**config.mk**
```make
export PLATFORM = sky130hd
export DESIGN_NAME = srcrg_reset_gate
export DESIGN_NICKNAME = d
export VERILOG_FILES = /design/src/rtl/srcrg_pkg.sv /design/src/rtl/srcrg_reset_gate.sv
export SDC_FILE = /design/constraint.sdc
export NUM_CORES = 1
export LEC_CHECK = 0
export BUFFER_PORTS_ARGS = -buffer_cell sky130_fd_sc_hd__buf_2
export CAP_MARGIN = 40
export CELL_PAD_IN_SITES_DETAIL_PLACEMENT = 1
export CELL_PAD_IN_SITES_GLOBAL_PLACEMENT = 1
export CORE_MARGIN = 2
export CORE_UTILIZATION = 43
export DETAILED_ROUTE_END_ITERATION = 10
export PLACE_DENSITY = 0.75
export SLEW_MARGIN = 20
export SYNTH_ARGS = -nofsm -noshare
export SYNTH_HDL_FRONTEND = slang
export SYNTH_HIERARCHICAL = 1
export SYNTH_SLANG_ARGS = --single-unit
```
**constraint.sdc**
```tcl
create_clock -name i_clk_sys -period 5.1 [get_ports i_clk_sys]
set_clock_uncertainty 0.2 [all_clocks]
set_input_delay 1.53 -clock i_clk_sys [delete_from_list [all_inputs] [get_ports i_clk_sys]]
set_output_delay 1.53 -clock i_clk_sys [all_outputs]
set_load 0.01 [all_outputs]
```
**src/rtl/srcrg_pkg.sv**
```systemverilog
// constants of the reset and output-gating block, plus its pin synchroniser
package srcrg_pkg;
   // -------------------------------------------------------------
   // clock and time figures
   // -------------------------------------------------------------
   localparam int CLK_HZ = 250_000_000;
   localparam int CYC_PER_MS = CLK_HZ / 1000;
   localparam int T_SHORT_RESET_MS = 10;
   localparam int T_VALID_SHORT_MS = 100;
   localparam int T_VALID_LONG_MS = 200;
   localparam int T_LOCK_MARGIN_MS = 20; // budget left for lock, so the limits stay strict
   localparam int T_CLK_LOSS_MS = 1;
   localparam int SHORT_RESET_CYC = T_SHORT_RESET_MS * CYC_PER_MS;
   localparam int SETTLE_SHORT_CYC = (T_VALID_SHORT_MS - T_LOCK_MARGIN_MS) * CYC_PER_MS;
   localparam int SETTLE_LONG_CYC = (T_VALID_LONG_MS - T_LOCK_MARGIN_MS) * CYC_PER_MS;
   localparam int CLK_LOSS_CYC = T_CLK_LOSS_MS * CYC_PER_MS;
   // -------------------------------------------------------------
   // counts and widths
   // -------------------------------------------------------------
   localparam int MUTE_STEPS = 1024;
   localparam int LOCK_PERIODS = 16;
   localparam int TOL_SHIFT = 6; // 1/64 of a period: wider than 0.01 UI jitter and 23 %/s drift
   localparam int TIMER_W = 26;
   localparam int PER_W = 18;
   localparam int GAIN_W = 11;
   localparam int LOCK_W = 5;

   typedef enum logic [2:0] {
      ST_PD = 3'h0,
      ST_LOCK = 3'h1,
      ST_SETTLE = 3'h3,
      ST_NORM = 3'h2,
      ST_OHALT = 3'h6
   } srcrg_state_e;
endpackage : srcrg_pkg

`timescale 1ns/1ps
`default_nettype none
// two-stage synchroniser with rising-edge detect for a pin
module srcrg_sync_edge (
   // clock and reset
   input wire logic i_clk_sys,
   input wire logic i_rst,
   // pin
   input wire logic i_pin,
   // synchronised view
   output logic o_level,
   output logic o_rise
);
   typedef struct packed {
      logic s1;
      logic s2;
      logic s3;
   } srcrg_sync_s;

   srcrg_sync_s r_reg;
   srcrg_sync_s r_next;

   // shift chain; only s1 -> s2 reads the first stage
   always_comb begin
      r_next.s1 = i_pin;
      r_next.s2 = r_reg.s1;
      r_next.s3 = r_reg.s2;
   end

   always_ff @(posedge i_clk_sys) begin
      if (i_rst) begin
         r_reg <= '0;
      end else begin
         r_reg <= r_next;
      end
   end

   assign o_level = r_reg.s2;
   assign o_rise = r_reg.s2 & ~r_reg.s3;
endmodule : srcrg_sync_edge
`default_nettype wire

```
**src/rtl/srcrg_reset_gate.sv**
```systemverilog
// reset sequencing, lock tracking, output gating and soft-mute ramp
`timescale 1ns/1ps
`default_nettype none
module srcrg_reset_gate #(
   parameter int unsigned SHORT_RESET_CYC = srcrg_pkg::SHORT_RESET_CYC,
   parameter int unsigned SETTLE_SHORT_CYC = srcrg_pkg::SETTLE_SHORT_CYC,
   parameter int unsigned SETTLE_LONG_CYC = srcrg_pkg::SETTLE_LONG_CYC,
   parameter int unsigned CLK_LOSS_CYC = srcrg_pkg::CLK_LOSS_CYC,
   parameter int unsigned MUTE_STEPS = srcrg_pkg::MUTE_STEPS
) (
   // clock and reset
   input wire logic i_clk_sys,
   input wire logic i_rst,
   // control pins
   input wire logic i_power_down_n,
   input wire logic i_soft_mute_request,
   // frame clocks
   input wire logic i_input_frame_clock,
   input wire logic i_output_frame_clock,
   // converter core data bit, same clock domain
   input wire logic i_conv_bit,
   // outputs
   output logic o_serial_out_line,
   output logic o_filter_init,
   output logic o_data_valid,
   output logic o_locked,
   output logic [srcrg_pkg::GAIN_W-1:0] o_mute_gain
);
   localparam int TW = srcrg_pkg::TIMER_W;
   localparam int PW = srcrg_pkg::PER_W;
   localparam int GW = srcrg_pkg::GAIN_W;
   localparam int LW = srcrg_pkg::LOCK_W;

   // -------------------------------------------------------------
   // elaboration checks
   // -------------------------------------------------------------
   if (SETTLE_LONG_CYC >= (64'd1 << TW) || SHORT_RESET_CYC >= (64'd1 << TW)) begin : g_bad_timer
      $error("settle or reset count exceeds timer width");
   end
   if (CLK_LOSS_CYC >= (64'd1 << PW) || CLK_LOSS_CYC < 2) begin : g_bad_loss
      $error("clock loss count out of range");
   end
   if (MUTE_STEPS >= (1 << GW) || MUTE_STEPS < 1) begin : g_bad_mute
      $error("mute steps out of range");
   end

   // -------------------------------------------------------------
   // pin synchronisers
   // -------------------------------------------------------------
   logic pdn_s;
   logic mute_s;
   logic ife_rise;
   logic ofe_rise;

   srcrg_sync_edge u_sync_pdn (
      .i_clk_sys(i_clk_sys), .i_rst(i_rst), .i_pin(i_power_down_n), .o_level(pdn_s), .o_rise()
   );
   srcrg_sync_edge u_sync_mute (
      .i_clk_sys(i_clk_sys), .i_rst(i_rst), .i_pin(i_soft_mute_request), .o_level(mute_s), .o_rise()
   );
   srcrg_sync_edge u_sync_ifc (
      .i_clk_sys(i_clk_sys), .i_rst(i_rst), .i_pin(i_input_frame_clock), .o_level(), .o_rise(ife_rise)
   );
   srcrg_sync_edge u_sync_ofc (
      .i_clk_sys(i_clk_sys), .i_rst(i_rst), .i_pin(i_output_frame_clock), .o_level(), .o_rise(ofe_rise)
   );

   // -------------------------------------------------------------
   // state
   // -------------------------------------------------------------
   typedef struct packed {
      srcrg_pkg::srcrg_state_e st;
      logic long_rst;
      logic [TW-1:0] rst_len;
      logic [TW-1:0] timer;
      logic [PW-1:0] per_cnt;
      logic [PW-1:0] per_ref;
      logic [LW-1:0] good_cnt;
      logic [PW-1:0] ofs_cnt;
      logic [GW-1:0] gain;
      logic sout;
      logic filt_init;
   } srcrg_gate_s;

   srcrg_gate_s r_reg;
   srcrg_gate_s r_next;

   logic [PW-1:0] per_diff;
   logic per_ok;
   logic in_lost;
   logic out_lost;
   logic bad_edge;
   logic [TW-1:0] settle_last;

   // period check: a frame is good while it stays within 1/64 of the last one
   always_comb begin
      per_diff = (r_reg.per_cnt >= r_reg.per_ref) ? r_reg.per_cnt - r_reg.per_ref
                                                  : r_reg.per_ref - r_reg.per_cnt;
      per_ok = (r_reg.per_ref != '0) && (per_diff <= (r_reg.per_ref >> srcrg_pkg::TOL_SHIFT));
      in_lost = (r_reg.per_cnt == PW'(CLK_LOSS_CYC));
      out_lost = (r_reg.ofs_cnt == PW'(CLK_LOSS_CYC));
      bad_edge = ife_rise && !per_ok;
      settle_last = r_reg.long_rst ? TW'(SETTLE_LONG_CYC - 1) : TW'(SETTLE_SHORT_CYC - 1);
   end

   // next state
   always_comb begin
      r_next = r_reg;
      // frame period measurement, saturating so a stopped clock reads as lost
      if (ife_rise) begin
         r_next.per_cnt = PW'(1);
         r_next.per_ref = r_reg.per_cnt;
         r_next.good_cnt = per_ok ? ((r_reg.good_cnt == LW'(srcrg_pkg::LOCK_PERIODS)) ? r_reg.good_cnt
                                                                              : r_reg.good_cnt + LW'(1))
                                  : '0;
      end else if (!in_lost) begin
         r_next.per_cnt = r_reg.per_cnt + PW'(1);
      end else begin
         r_next.good_cnt = '0;
      end
      if (ofe_rise) begin
         r_next.ofs_cnt = '0;
      end else if (!out_lost) begin
         r_next.ofs_cnt = r_reg.ofs_cnt + PW'(1);
      end
      // sequencer
      r_next.timer = '0;
      case (r_reg.st)
         srcrg_pkg::ST_PD: begin
            if (r_reg.rst_len <= TW'(SHORT_RESET_CYC)) begin
               r_next.rst_len = r_reg.rst_len + TW'(1);
            end
            if (pdn_s) begin
               r_next.long_rst = (r_reg.rst_len > TW'(SHORT_RESET_CYC));
               r_next.st = srcrg_pkg::ST_LOCK;
            end
         end
         srcrg_pkg::ST_LOCK: begin
            // without an input clock good_cnt never fills: stay unlocked, sending zeros
            // a stale full count must not carry the block into settle once the clock is gone
            if (r_reg.good_cnt == LW'(srcrg_pkg::LOCK_PERIODS) && !in_lost) begin
               r_next.st = srcrg_pkg::ST_SETTLE;
            end
         end
         srcrg_pkg::ST_SETTLE: begin
            r_next.timer = r_reg.timer + TW'(1);
            if (in_lost || bad_edge) begin
               r_next.st = srcrg_pkg::ST_LOCK;
            end else if (r_reg.timer == settle_last) begin
               r_next.st = srcrg_pkg::ST_NORM;
            end
         end
         srcrg_pkg::ST_NORM: begin
            // slow drift and small jitter pass per_ok; a jump forces a relock
            if (in_lost || bad_edge) begin
               r_next.st = srcrg_pkg::ST_LOCK;
            end
         end
         srcrg_pkg::ST_OHALT: begin
            if (ofe_rise) begin
               r_next.long_rst = 1'b0;
               r_next.st = srcrg_pkg::ST_LOCK;
            end
         end
         default: begin
            r_next.st = srcrg_pkg::ST_PD;
         end
      endcase
      // stopped output clock resets the path from any running state
      if (out_lost && r_reg.st != srcrg_pkg::ST_PD && r_reg.st != srcrg_pkg::ST_OHALT && !ofe_rise) begin
         r_next.st = srcrg_pkg::ST_OHALT;
      end
      // power-down overrides everything
      if (!pdn_s) begin
         r_next.st = srcrg_pkg::ST_PD;
         if (r_reg.st != srcrg_pkg::ST_PD) begin
            r_next.rst_len = '0;
         end
      end
      r_next.filt_init = (r_next.st == srcrg_pkg::ST_PD) || (r_next.st == srcrg_pkg::ST_OHALT);
      r_next.sout = (r_next.st == srcrg_pkg::ST_NORM) && i_conv_bit;
      // soft mute ramp: one step per output frame
      if (ofe_rise) begin
         if (mute_s && r_reg.gain != '0) begin
            r_next.gain = r_reg.gain - GW'(1);
         end else if (!mute_s && r_reg.gain != GW'(MUTE_STEPS)) begin
            r_next.gain = r_reg.gain + GW'(1);
         end
      end
   end

   always_ff @(posedge i_clk_sys) begin
      if (i_rst) begin
         r_reg <= '0;
         r_reg.st <= srcrg_pkg::ST_PD;
         r_reg.gain <= GW'(MUTE_STEPS);
         r_reg.filt_init <= 1'b1;
      end else begin
         r_reg <= r_next;
      end
   end

   // outputs
   assign o_serial_out_line = r_reg.sout;
   assign o_filter_init = r_reg.filt_init;
   assign o_data_valid = (r_reg.st == srcrg_pkg::ST_NORM);
   assign o_locked = (r_reg.st == srcrg_pkg::ST_SETTLE) || (r_reg.st == srcrg_pkg::ST_NORM);
   assign o_mute_gain = r_reg.gain;

   // -------------------------------------------------------------
   // assertions
   // -------------------------------------------------------------
   property p_pd_filter;
      @(posedge i_clk_sys) disable iff (i_rst) !pdn_s |=> o_filter_init && r_reg.st == srcrg_pkg::ST_PD;
   endproperty
   a_pd_filter: assert property (p_pd_filter) else $error("filter not held in power-down");

   property p_pd_zero;
      @(posedge i_clk_sys) disable iff (i_rst) !pdn_s |=> !o_serial_out_line;
   endproperty
   a_pd_zero: assert property (p_pd_zero) else $error("output not low in power-down");

   property p_zero_invalid;
      @(posedge i_clk_sys) disable iff (i_rst) !o_data_valid |-> !o_serial_out_line;
   endproperty
   a_zero_invalid: assert property (p_zero_invalid) else $error("output moved before data valid");

   property p_settle_end;
      @(posedge i_clk_sys) disable iff (i_rst)
         r_reg.st == srcrg_pkg::ST_SETTLE && r_reg.timer == settle_last && pdn_s && !in_lost && !bad_edge
         && !out_lost |=> o_data_valid;
   endproperty
   a_settle_end: assert property (p_settle_end) else $error("settle did not end on time");

   property p_settle_bound;
      @(posedge i_clk_sys) disable iff (i_rst)
         r_reg.st == srcrg_pkg::ST_SETTLE |-> r_reg.timer <= settle_last;
   endproperty
   a_settle_bound: assert property (p_settle_bound) else $error("settle overran its limit");

   property p_out_stop;
      @(posedge i_clk_sys) disable iff (i_rst)
         pdn_s && out_lost && !ofe_rise |=> !o_data_valid ##1 (o_filter_init || $past(ofe_rise));
   endproperty
   a_out_stop: assert property (p_out_stop) else $error("no reset on output clock stop");

   property p_track;
      @(posedge i_clk_sys) disable iff (i_rst)
         o_data_valid && pdn_s && ife_rise && per_ok && !out_lost |=> o_data_valid;
   endproperty
   a_track: assert property (p_track) else $error("lost lock on an in-tolerance frame");

   property p_no_clock;
      @(posedge i_clk_sys) disable iff (i_rst)
         r_reg.st == srcrg_pkg::ST_LOCK && in_lost |=> !o_data_valid && !o_locked;
   endproperty
   a_no_clock: assert property (p_no_clock) else $error("left unlocked state without clock");

   property p_mute_down;
      @(posedge i_clk_sys) disable iff (i_rst)
         ofe_rise && mute_s && o_mute_gain != '0 |=> o_mute_gain == $past(o_mute_gain) - GW'(1);
   endproperty
   a_mute_down: assert property (p_mute_down) else $error("mute ramp step wrong");

   property p_mute_hold;
      @(posedge i_clk_sys) disable iff (i_rst) !ofe_rise |=> $stable(o_mute_gain);
   endproperty
   a_mute_hold: assert property (p_mute_hold) else $error("gain moved without a frame");
endmodule : srcrg_reset_gate
`default_nettype wire

```
==> results.json, run 1 <==
{
  "first_global_vias": 7809,
  "gp_congestion": 0.941,
  "grt_max_degree": 28,
  "grt_usage_pct": 23.3,
  "max_freq_ghz": 0.199,
  "rsz0062_at_grt": "true",
  "p_clk_share_pct": 47.3,
  "largest_register_ffs": 115,
  "synthesis.nets": 1138,
  "path_common_cell": "a21oi_2",
  "irDropWorstVdd_uv": 241,
  "powerDensity_nw_per_um2": 274,
  "fin_crit_ns": 5.03,
  "drv_cap": 0,
  "slowest_delay_ns": 0.40,
  "drt_pre_antenna_iters": 5,
  "io_pins": 22,
  "hold_violations": 0,
  "combPwrFrac_pct": 12.5,
  "placed_area_um2": 9090,
  "route.met2.wl_um": 12400,
  "slew_headroom_pct": 41.4,
  "drive_gt1_share_pct": 14.8,
  "rows": 51,
  "hold_path_class": "flip-flop to flip-flop",
  "required_ns": 5.24,
  "cp_data_arrival_time_ns": 5.17,
  "top_layer": "met4",
  "dp_cells": 1342,
  "drt_iter0_drc": 343,
  "antenna_left": 0,
  "layout.nets": 1180,
  "htreeDepth": 4,
  "numPortBuffers": 21,
  "syn_area_per_cell_um2": 8.06,
  "totalWireLength_um": 25000,
  "finalInstanceArea_um2": 10000,
  "antenna_cells": 0,
  "areaGrowthSynthToFinish_pct": 16.9,
  "post-place-ws_ns": -0.141,
  "wl_per_cell_um": 18.1,
  "power_switching_uw": 794,
  "status": "completed",
  "cts_tree": "done",
  "cts.reportedPaths.clkPinSlew_ns": 0.07,
  "clkSinkCount": 138,
  "grt_overflow": 0,
  "die-area_um2": 21100,
  "fin_ws_ns": 0.0665,
  "maxSlewViolCount": 0,
  "fin_crit_sh_pct": 98.7,
  "route.met3.wl_um": 826,
  "p_sw_share_pct": 28.9,
  "cts_buffers": 17,
  "yosys_warnings": 6,
  "total_leakage_power_nw": 3.95,
  "worst_pin_slew_ns": 0.873,
  "dr_total_vias": 7646,
  "clockBufferDepth": 2,
  "grt_antenna_before_repair": 0,
  "die_h_um": 145,
  "grt_pass1_wl_um": 40100,
  "syn_inst": 1063,
  "seqPwrFrac_pct": 40.3,
  "start_kind": "flip-flop",
  "dp_hpwl_um": 18000,
  "critPathKind": "flip-flop to flip-flop",
  "fin_cells": 1383,
  "syn_area_um2": 8570,
  "clk_latency_ns": 0.44,
  "slowest_stage": "fa_2",
  "wl_met1_um": 11300,
  "finalSetupViolations": 0,
  "start_util_pct": 43.9,
  "die_w_um": 145,
  "design.core.area_um2": 19500,
  "path_cells": "inv_2 > ha_4 > inv_2 > fa_2 > nand3_2 > nand2_2 > a211oi_4 > o31ai_4 > a21boi_4 > buf_6 > mux2i_2 > a21oi_2 > o21ai_2 > a31oi_2 > xnor2_1 > ha_1 > nand4_1 > or3_4 > a21oi_2 > o21ai_1 > a211o_1 > o31ai_4 > a21oi_2 > nor4b_2",
  "power_mw": 2.75,
  "routed_via_density": 5.53,
  "endpoint_kind": "flip-flop",
  "p_int_mw": 1.95,
  "drc": 0,
  "path_max_fanout": 4,
  "root_buffer": "clkbuf_16"
}
[placed cells by master (no fill, tap or decap), types with 4 or more instances in the layout]
cell	count
nor4b_1	7
dfxtp_2	5
inv_1	71
buf_2	21
a21o_1	16
o21ai_0	37
o21ai_2	6
nand3_1	52
nand4_1	21
or3_1	13
xnor2_1	52
nor4_1	13
xor2_1	47
and4_1	7
a211oi_1	4
nor3_1	19
nor2b_1	16
clkbuf_16	17
o21bai_1	8
a21oi_2	6
clkinv_8	4
buf_4	47
mux2i_1	26
ha_4	5
o21a_1	7
nand2_1	77
inv_8	5
ha_1	57
a21oi_1	65
and3_1	14
nor2_1	144
dfxtp_1	133
o211ai_1	4
inv_6	5
[per-stage QoR]
| step | utilization [%] | TNS, ns | hold slack, ns |
|---|---|---|---|
| global placement | 46.4 | 0 | 0.226 |
| finish | 51.3 | 0 | 0.240 |
| global route | 51.3 | -0.746 | 0.258 |
| CTS | 49.9 | 0 | 0.242 |
| detailed placement | 46.6 | -0.572 | 0.225 |
| floorplan | - | 0 | 0.214 |
[layer usage]
metal / vias to the layer above / track usage, %
li1: 3744 / -
met1: 3755 / 29.9
met2: 117 / 40.3
met3: 30 / 4.31
met4: 0 / 6.23
met5: - / 0
[path summary, 6_finish.rpt]
check        slack, ns  depth (start not counted)                  to                  from
max               0.07                         24   o_serial_out_line             r_reg[54]
min               0.24                          1  u_sync_ofc/o_level  u_sync_ofc/r_next[1]
max reg2reg       0.07                         24   o_serial_out_line             r_reg[54]
min reg2reg       0.24                          1  u_sync_ofc/o_level  u_sync_ofc/r_next[1]
[what timing repair did]
item | in CTS | in global routing
pin swaps | 6 | 26
setup endpoints to repair | 7 | 9
resized for setup | 7 | 50
endpoints found under the hold margin | 0 | 0
hold buffers | 0 | 0
buffers inserted | 1 | 8
[power groups by stage]
stage	clock (mW)	combinational (mW)	sequential, mW
global placement	0	0.296	1.13
CTS	1.33	0.311	1.10
finish	1.30	0.342	1.11
floorplan	0	0.222	1.12
detailed placement	0	0.303	1.13
global route	1.38	0.373	1.11
[final cells by class]
cell class / count / area, µm²
repair buffers: 72 / 510
clock inverters: 15 / 195
fillers: 2394 / 9510
clock buffers: 17 / 425
multi-input cells: 802 / 5500
inverters: 74 / 278
flip-flops and latches: 138 / 2770
well taps: 265 / 332
[critical path: cells and delay by family, from the launching register on]
family	cells	cell delay, ns
compound gates	11	1.98
xor+xnor	1	0.14
fa+ha+maj	3	0.84
buf+inv	3	0.27
flops	1	0.33
mux	1	0.26
simple gates	5	0.93
Power figures use the tool's default switching activity.
==> inputs of run 2 (changes only) <==
- SYNTH_HIERARCHICAL: 1 -> not set
==> run 2 against run 1 <==
Effect of this change: routed wire length shrank 11%; via count shrank 3.0%; final cell count shrank 1.8%; sequential share of layout area grew 0.89 points; flip-flop and latch count is the same; synthesized cell count shrank 1.3%; setup slack gained 0.11 ns; clock power is essentially flat; global-route usage shrank 0.86 points; synthesized area shrank 1.8%; largest cell class unchanged; critical path type unchanged.
==> results.json, run 2 <==
{
  "path_max_fanout": 16,
  "seqPwrFrac_pct": 40.7,
  "worst_pin_slew_ns": 0.780,
  "finalSetupViolations": 0,
  "clk_latency_ns": 0.43,
  "cp_data_arrival_time_ns": 5.04,
  "async_reset_ff_share_pct": 0,
  "die_h_um": 144,
  "final_cell_mix": "136 x dfxtp_1, 114 x nor2_1, 100 x nand2_1, 86 x a21oi_1, 65 x inv_1",
  "die_w_um": 144,
  "slew_headroom_pct": 48.0,
  "power_switching_uw": 702,
  "numPortBuffers": 21,
  "max_freq_ghz": 0.203,
  "start_util_pct": 43.5,
  "synthesis.nets": 1124,
  "cts.reportedPaths.clkPinSlew_ns": 0.06,
  "synth-main-ff-cell": "dfxtp_1",
  "first_global_vias": 7518,
  "antenna_left": 0,
  "areaGrowthSynthToFinish_pct": 15.1,
  "fin_crit_ns": 4.93,
  "combPwrFrac_pct": 12.2,
  "layout.nets": 1155,
  "finalInstanceArea_um2": 9690,
  "drv_cap": 0,
  "irDropWorstVdd_uv": 199,
  "ff2ff_setup_slack_ns": 0.17,
  "r2r_cells": 21,
  "endpoint_kind": "flip-flop",
  "drc": 0,
  "grt_overflow": 0,
  "fin_ws_ns": 0.174,
  "clkSinkCount": 138,
  "maxSlewViolCount": 0,
  "dr_total_vias": 7419,
  "wl_per_cell_um": 16.4,
  "dp_hpwl_um": 16600,
  "slowest_delay_ns": 0.39,
  "drt_iter0_drc": 319,
  "yosysMostFrequentCell": "dfxtp_1",
  "ys_seq_area_share_pct": 32.8,
  "holdPathEnd": "u_sync_ofc.o_level",
  "root_buffer": "clkbuf_16",
  "start_kind": "flip-flop",
  "placed_area_um2": 8880,
  "final_common_cell": "dfxtp_1",
  "clockBufferDepth": 2,
  "critPathKind": "flip-flop to flip-flop",
  "synth_edf_count": 0,
  "status": "completed",
  "final.setup.tns_ns": 0,
  "min_from": "u_sync_ofc.r_next[1]",
  "worst_r2r_endpoint": "o_filter_init",
  "path_delay_family": "compound AO/OA/AOI/OAI gates",
  "hold_path_class": "flip-flop to flip-flop",
  "required_ns": 5.22,
  "synth_top_cells_by_area": "dfxtp_1 33%, ha_1 9.7%, xnor2_1 5.3%, a21oi_1 5.2%, xor2_1 5.1%",
  "grt_max_degree": 41,
  "totalWireLength_um": 22200,
  "fin_cells": 1358,
  "syn_area_per_cell_um2": 8.02,
  "p_int_mw": 2.01,
  "syn_area_um2": 8420,
  "worstHoldPathCells": 1,
  "htreeDepth": 4,
  "die-area_um2": 20700,
  "synth.distinct_cells": 60,
  "routed_via_density": 5.46,
  "design.core.area_um2": 19300,
  "grt_pass1_wl_um": 37300,
  "cts_buffers": 17,
  "fillers": 2340,
  "gp_congestion": 0.907,
  "synth_top_area_share_pct": 32.8,
  "critPathBufInv": 4,
  "p_sw_share_pct": 25.9,
  "rows": 51,
  "path_cells": "inv_1 > ha_1 > and2_1 > nand3_1 > o21bai_1 > a21oi_2 > o211ai_1 > buf_4 > buf_6 > mux2_2 > o221ai_2 > xor2_1 > ha_1 > o21ai_1 > a21oi_1 > a21oi_2 > o21ai_2 > a2111oi_4 > buf_4 > o21ai_2 > o21ba_1",
  "fin_crit_sh_pct": 96.6,
  "dp_cells": 1317,
  "slowest_stage": "mux2_2",
  "grt_antenna_before_repair": 0,
  "hold_violations": 0,
  "p_clk_share_pct": 47.1,
  "yosys_warnings": 0,
  "io_pins": 22,
  "drt_pre_antenna_iters": 5,
  "yosys.area.top_type": "dfxtp_1",
  "drive_gt1_share_pct": 12.4,
  "final_core_util_pct": 50.1,
  "antenna_cells": 0,
  "synthTopCellsByCount": "138 x dfxtp_1, 114 x nor2_1, 100 x nand2_1, 88 x a21oi_1, 66 x inv_1",
  "grt_usage_pct": 22.4,
  "powerDensity_nw_per_um2": 280,
  "synth_seq_cells": 138,
  "post-place-ws_ns": -0.281,
  "largest_register_ffs": 115,
  "cts_tree": "done",
  "total_leakage_power_nw": 3.68,
  "reg2reg_from": "r_reg[43]",
  "syn_inst": 1049
}
## run 2: per-layer routing
metal | vias to the layer above | wire [µm] | GRT usage, %
met5 | - | 0 | 0
met2 | 89 | 10500 | 37.0
met4 | 0 | 344 | 7.07
met1 | 3620 | 10800 | 30.3
li1 | 3680 | - | -
met3 | 30 | 525 | 3.20
## run 2: final cells by class
cell class                 count  area [µm²]  share of cell area (%)
inverter                      66         248                    2.56
clock inverter                15         193                    1.99
tap                          265         332                    3.42
clock buffer                  17         425                    4.39
sequential                   138        2770                    28.5
multi-input combinational    793        5280                    54.5
timing repair buffer          64         440                    4.55
## run 2: worst max path at each step
stage                     to       from  slack (ns)  cells past startpoint
2_1_floorplan  o_filter_init  r_reg[54]        0.26                     23
3_3_place_gp   o_filter_init  r_reg[54]        0.05                     22
3_5_place_dp       r_reg[33]  r_reg[54]       -0.28                     22
4_1_cts            r_reg[33]  r_reg[54]        0.03                     24
5_1_grt        o_filter_init  r_reg[43]       -0.04                     22
6_report       o_filter_init  r_reg[43]        0.17                     21
## run 2: kinds of logic (layout without fill, tap and decap cells)
group	after synthesis	count (layout)	synth area share [%]
adders and majority gates	68	68	10.4
and+or+nand+nor	409	409	23.7
buffers and inverters	118	162	5.84
AOI/OAI and AO/OA	203	203	15.3
DFF	138	138	32.8
muxes	13	13	1.59
xor gates and xnor gates	100	100	10.4
## run 2: repair_timing
| item | in CTS | in global routing |
|---|---|---|
| setup endpoints to repair | 9 | 9 |
| resized for setup | 6 | 23 |
| hold buffers | 0 | 0 |
| setup buffers | 2 | 6 |
| pin swaps | 4 | 19 |
## run 2: metrics by stage
step / hold slack, ns / total power, mW
detailed placement: 0.235 / 1.42
global placement: 0.217 / 1.41
global route: 0.261 / 2.83
floorplan: 0.214 / 1.34
CTS: 0.244 / 2.71
finish: 0.238 / 2.72
## run 2: power by group through the flow
stage	clock, mW	sequential, mW	combinational (mW)
after global placement	0	1.13	0.284
after detailed placement	0	1.13	0.292
after CTS	1.31	1.11	0.302
final	1.28	1.11	0.332
after floorplan	0	1.12	0.218
after global routing	1.35	1.11	0.367
==> inputs of run 3 (changes only) <==
- CELL_PAD_IN_SITES_DETAIL_PLACEMENT: 1 -> not set
- CELL_PAD_IN_SITES_GLOBAL_PLACEMENT: 1 -> not set
- CORE_UTILIZATION: 43 -> 57
- CTS_CLUSTER_SIZE: not set -> 24
- PLACE_DENSITY: 0.75 -> 0.76
- clock period: 5.1 -> 4.15 ns (I/O delays scaled with it)
==> run 3 against run 2 <==
Effect of this change: the flow now finishes with violations (setup timing); sequential power grew 23%; via count grew 3.9%; register-to-register slack lost 0.89 ns; final cell count grew 0.74%; utilization grew 20 points; total power grew 22%; clock power grew 19%; combinational power grew 30%; maximum frequency grew 1.3%; worst hold slack lost 0.0038 ns; flip-flop and latch count is the same; first-iteration DRC count grew 79%; highest routed layer unchanged.
==> results.json, run 3 (synthesis gave the netlist of run 2 again) <==
{
  "rows": 44,
  "powerDensity_nw_per_um2": 324,
  "worst_pin_slew_ns": 0.765,
  "hold_path_class": "flip-flop to flip-flop",
  "min_from": "u_sync_ifc.r_next[1]",
  "reg2reg_from": "r_reg[54]",
  "areaGrowthSynthToFinish_pct": 21.4,
  "status": "complete, but fails checks",
  "final_common_cell": "dfxtp_1",
  "dp_hpwl_um": 15400,
  "r2r_cells": 25,
  "die_h_um": 126,
  "routed_via_density": 5.64,
  "layout.nets": 1246,
  "whs_ns": 0.234,
  "design.core.area_um2": 14500,
  "start_kind": "flip-flop",
  "ff_latch_area_um2": 2770,
  "slowest_stage": "dfxtp_2",
  "first_global_vias": 7313,
  "combPwrFrac_pct": 13.0,
  "finalSetupViolations": 9,
  "antenna_cells": 0,
  "violations": "setup timing",
  "drt_pre_antenna_iters": 7,
  "rsz0062_at_grt": "true",
  "largest_register_ffs": 115,
  "cts.reportedPaths.clkPinSlew_ns": 0.06,
  "gp_congestion": 0.927,
  "cts_tree": "done",
  "dp_cells": 1325,
  "holdPathEnd": "u_sync_ifc.o_level",
  "htreeDepth": 4,
  "hold_violations": 0,
  "critPathBufInv": 5,
  "crit_cells": 25,
  "fin_crit_ns": 4.87,
  "final_cell_mix": "136 x dfxtp_1, 130 x buf_4, 114 x nor2_1, 100 x nand2_1, 87 x a21oi_1",
  "fin_crit_sh_pct": 117,
  "clockBufferDepth": 2,
  "antenna_left": 0,
  "total_leakage_power_nw": 4.11,
  "worstHoldPathCells": 1,
  "worst_r2r_endpoint": "r_reg[33]",
  "die_w_um": 126,
  "clkSinkCount": 138,
  "clk_latency_ns": 0.43,
  "grt_antenna_before_repair": 0,
  "endpoint_kind": "flip-flop",
  "fillers": 1134,
  "io_pins": 22,
  "path_max_fanout": 6,
  "p_sw_share_pct": 25.5,
  "cts_buffers": 17,
  "p_int_mw": 2.47,
  "cp_data_arrival_time_ns": 5.00,
  "multi_input_area_um2": 5260,
  "grt_usage_pct": 26.8,
  "numPortBuffers": 21,
  "ff2ff_setup_slack_ns": -0.72,
  "grt_pass1_wl_um": 34800,
  "path_delay_family": "compound AO/OA/AOI/OAI gates",
  "grt_overflow": 0,
  "required_ns": 4.29,
  "start_util_pct": 58.1,
  "dr_total_vias": 7710,
  "power_mw": 3.31,
  "maxSlewViolCount": 0,
  "slew_headroom_pct": 49.0,
  "path_common_cell": "o211ai_1",
  "die-area_um2": 15800,
  "fin_ws_ns": -0.715,
  "post-place-ws_ns": -0.859,
  "wl_per_cell_um": 15.3,
  "final.setup.tns_ns": -5.67,
  "max_freq_ghz": 0.206,
  "totalWireLength_um": 20900,
  "critPathKind": "flip-flop to flip-flop",
  "drv_cap": 0,
  "drc": 0,
  "irDropWorstVdd_uv": 316,
  "p_clk_share_pct": 45.9,
  "root_buffer": "clkbuf_16",
  "power_switching_uw": 845,
  "slowest_delay_ns": 0.33,
  "drt_iter0_drc": 570,
  "holdBufCountCts": 0,
  "grt_max_degree": 41,
  "seqPwrFrac_pct": 41.0,
  "drive_gt1_share_pct": 18.9,
  "fin_cells": 1368
}
## run 3: changes by cell type in the layout (fill, tap and decap cells not counted), moves of 2 or more
cell,delta
inv_6,+2
buf_4,+91
clkbuf_8,+2
clkinv_4,-4
## run 3: timing repair
item / 4_1_cts / 5_1_grt
cloned: 1 / 0
pin swaps: 17 / 8
setup endpoints to repair: 9 / 9
setup buffers: 8 / 2
gates resized for setup: 8 / 3
## run 3: layer usage
layer	wire [µm]	track usage (%)	vias to the layer above	share of wire, %
li1	-	-	3861	-
met1	9820	36.2	3649	47
met2	9780	44.2	175	47
met3	1040	5.43	25	5.0
met4	258	6.67	0	1.2
met5	0	0	-	0
## run 3: through the flow
step	utilization, %	cell area, µm²
after floorplan	-	8480
after global placement	65.4	9470
after detailed placement	65.5	9490
after CTS	70.4	10200
after global routing	70.6	10200
final	70.6	10200
## run 3: cell type report
class	instances	share of cell area [%]
Clock buffer	20	4.47
Sequential cell	138	27.1
Inverter	66	2.43
Timing Repair Buffer	155	11.0
Clock inverter	12	1.36
Tap cell	184	2.25
Multi-Input combinational cell	793	51.5
## run 3: worst max-delay path by stage
| stage | from | endpoint | slack (ns) |
|---|---|---|---|
| 2_1_floorplan | r_reg[54] | r_reg[31] | -0.45 |
| 3_3_place_gp | r_reg[36] | o_filter_init | -0.64 |
| 3_5_place_dp | r_reg[36] | r_reg[33] | -0.86 |
| 4_1_cts | r_reg[54] | r_reg[33] | -0.72 |
| 5_1_grt | r_reg[54] | o_filter_init | -0.99 |
| 6_report | r_reg[54] | r_reg[33] | -0.72 |
## run 3: power groups by stage
stage	registers (mW)	logic [mW]	clock network, mW
3_3_place_gp	1.39	0.390	0
4_1_cts	1.36	0.418	1.54
5_1_grt	1.36	0.473	1.60
3_5_place_dp	1.39	0.393	0
2_1_floorplan	1.38	0.276	0
6_report	1.36	0.431	1.52
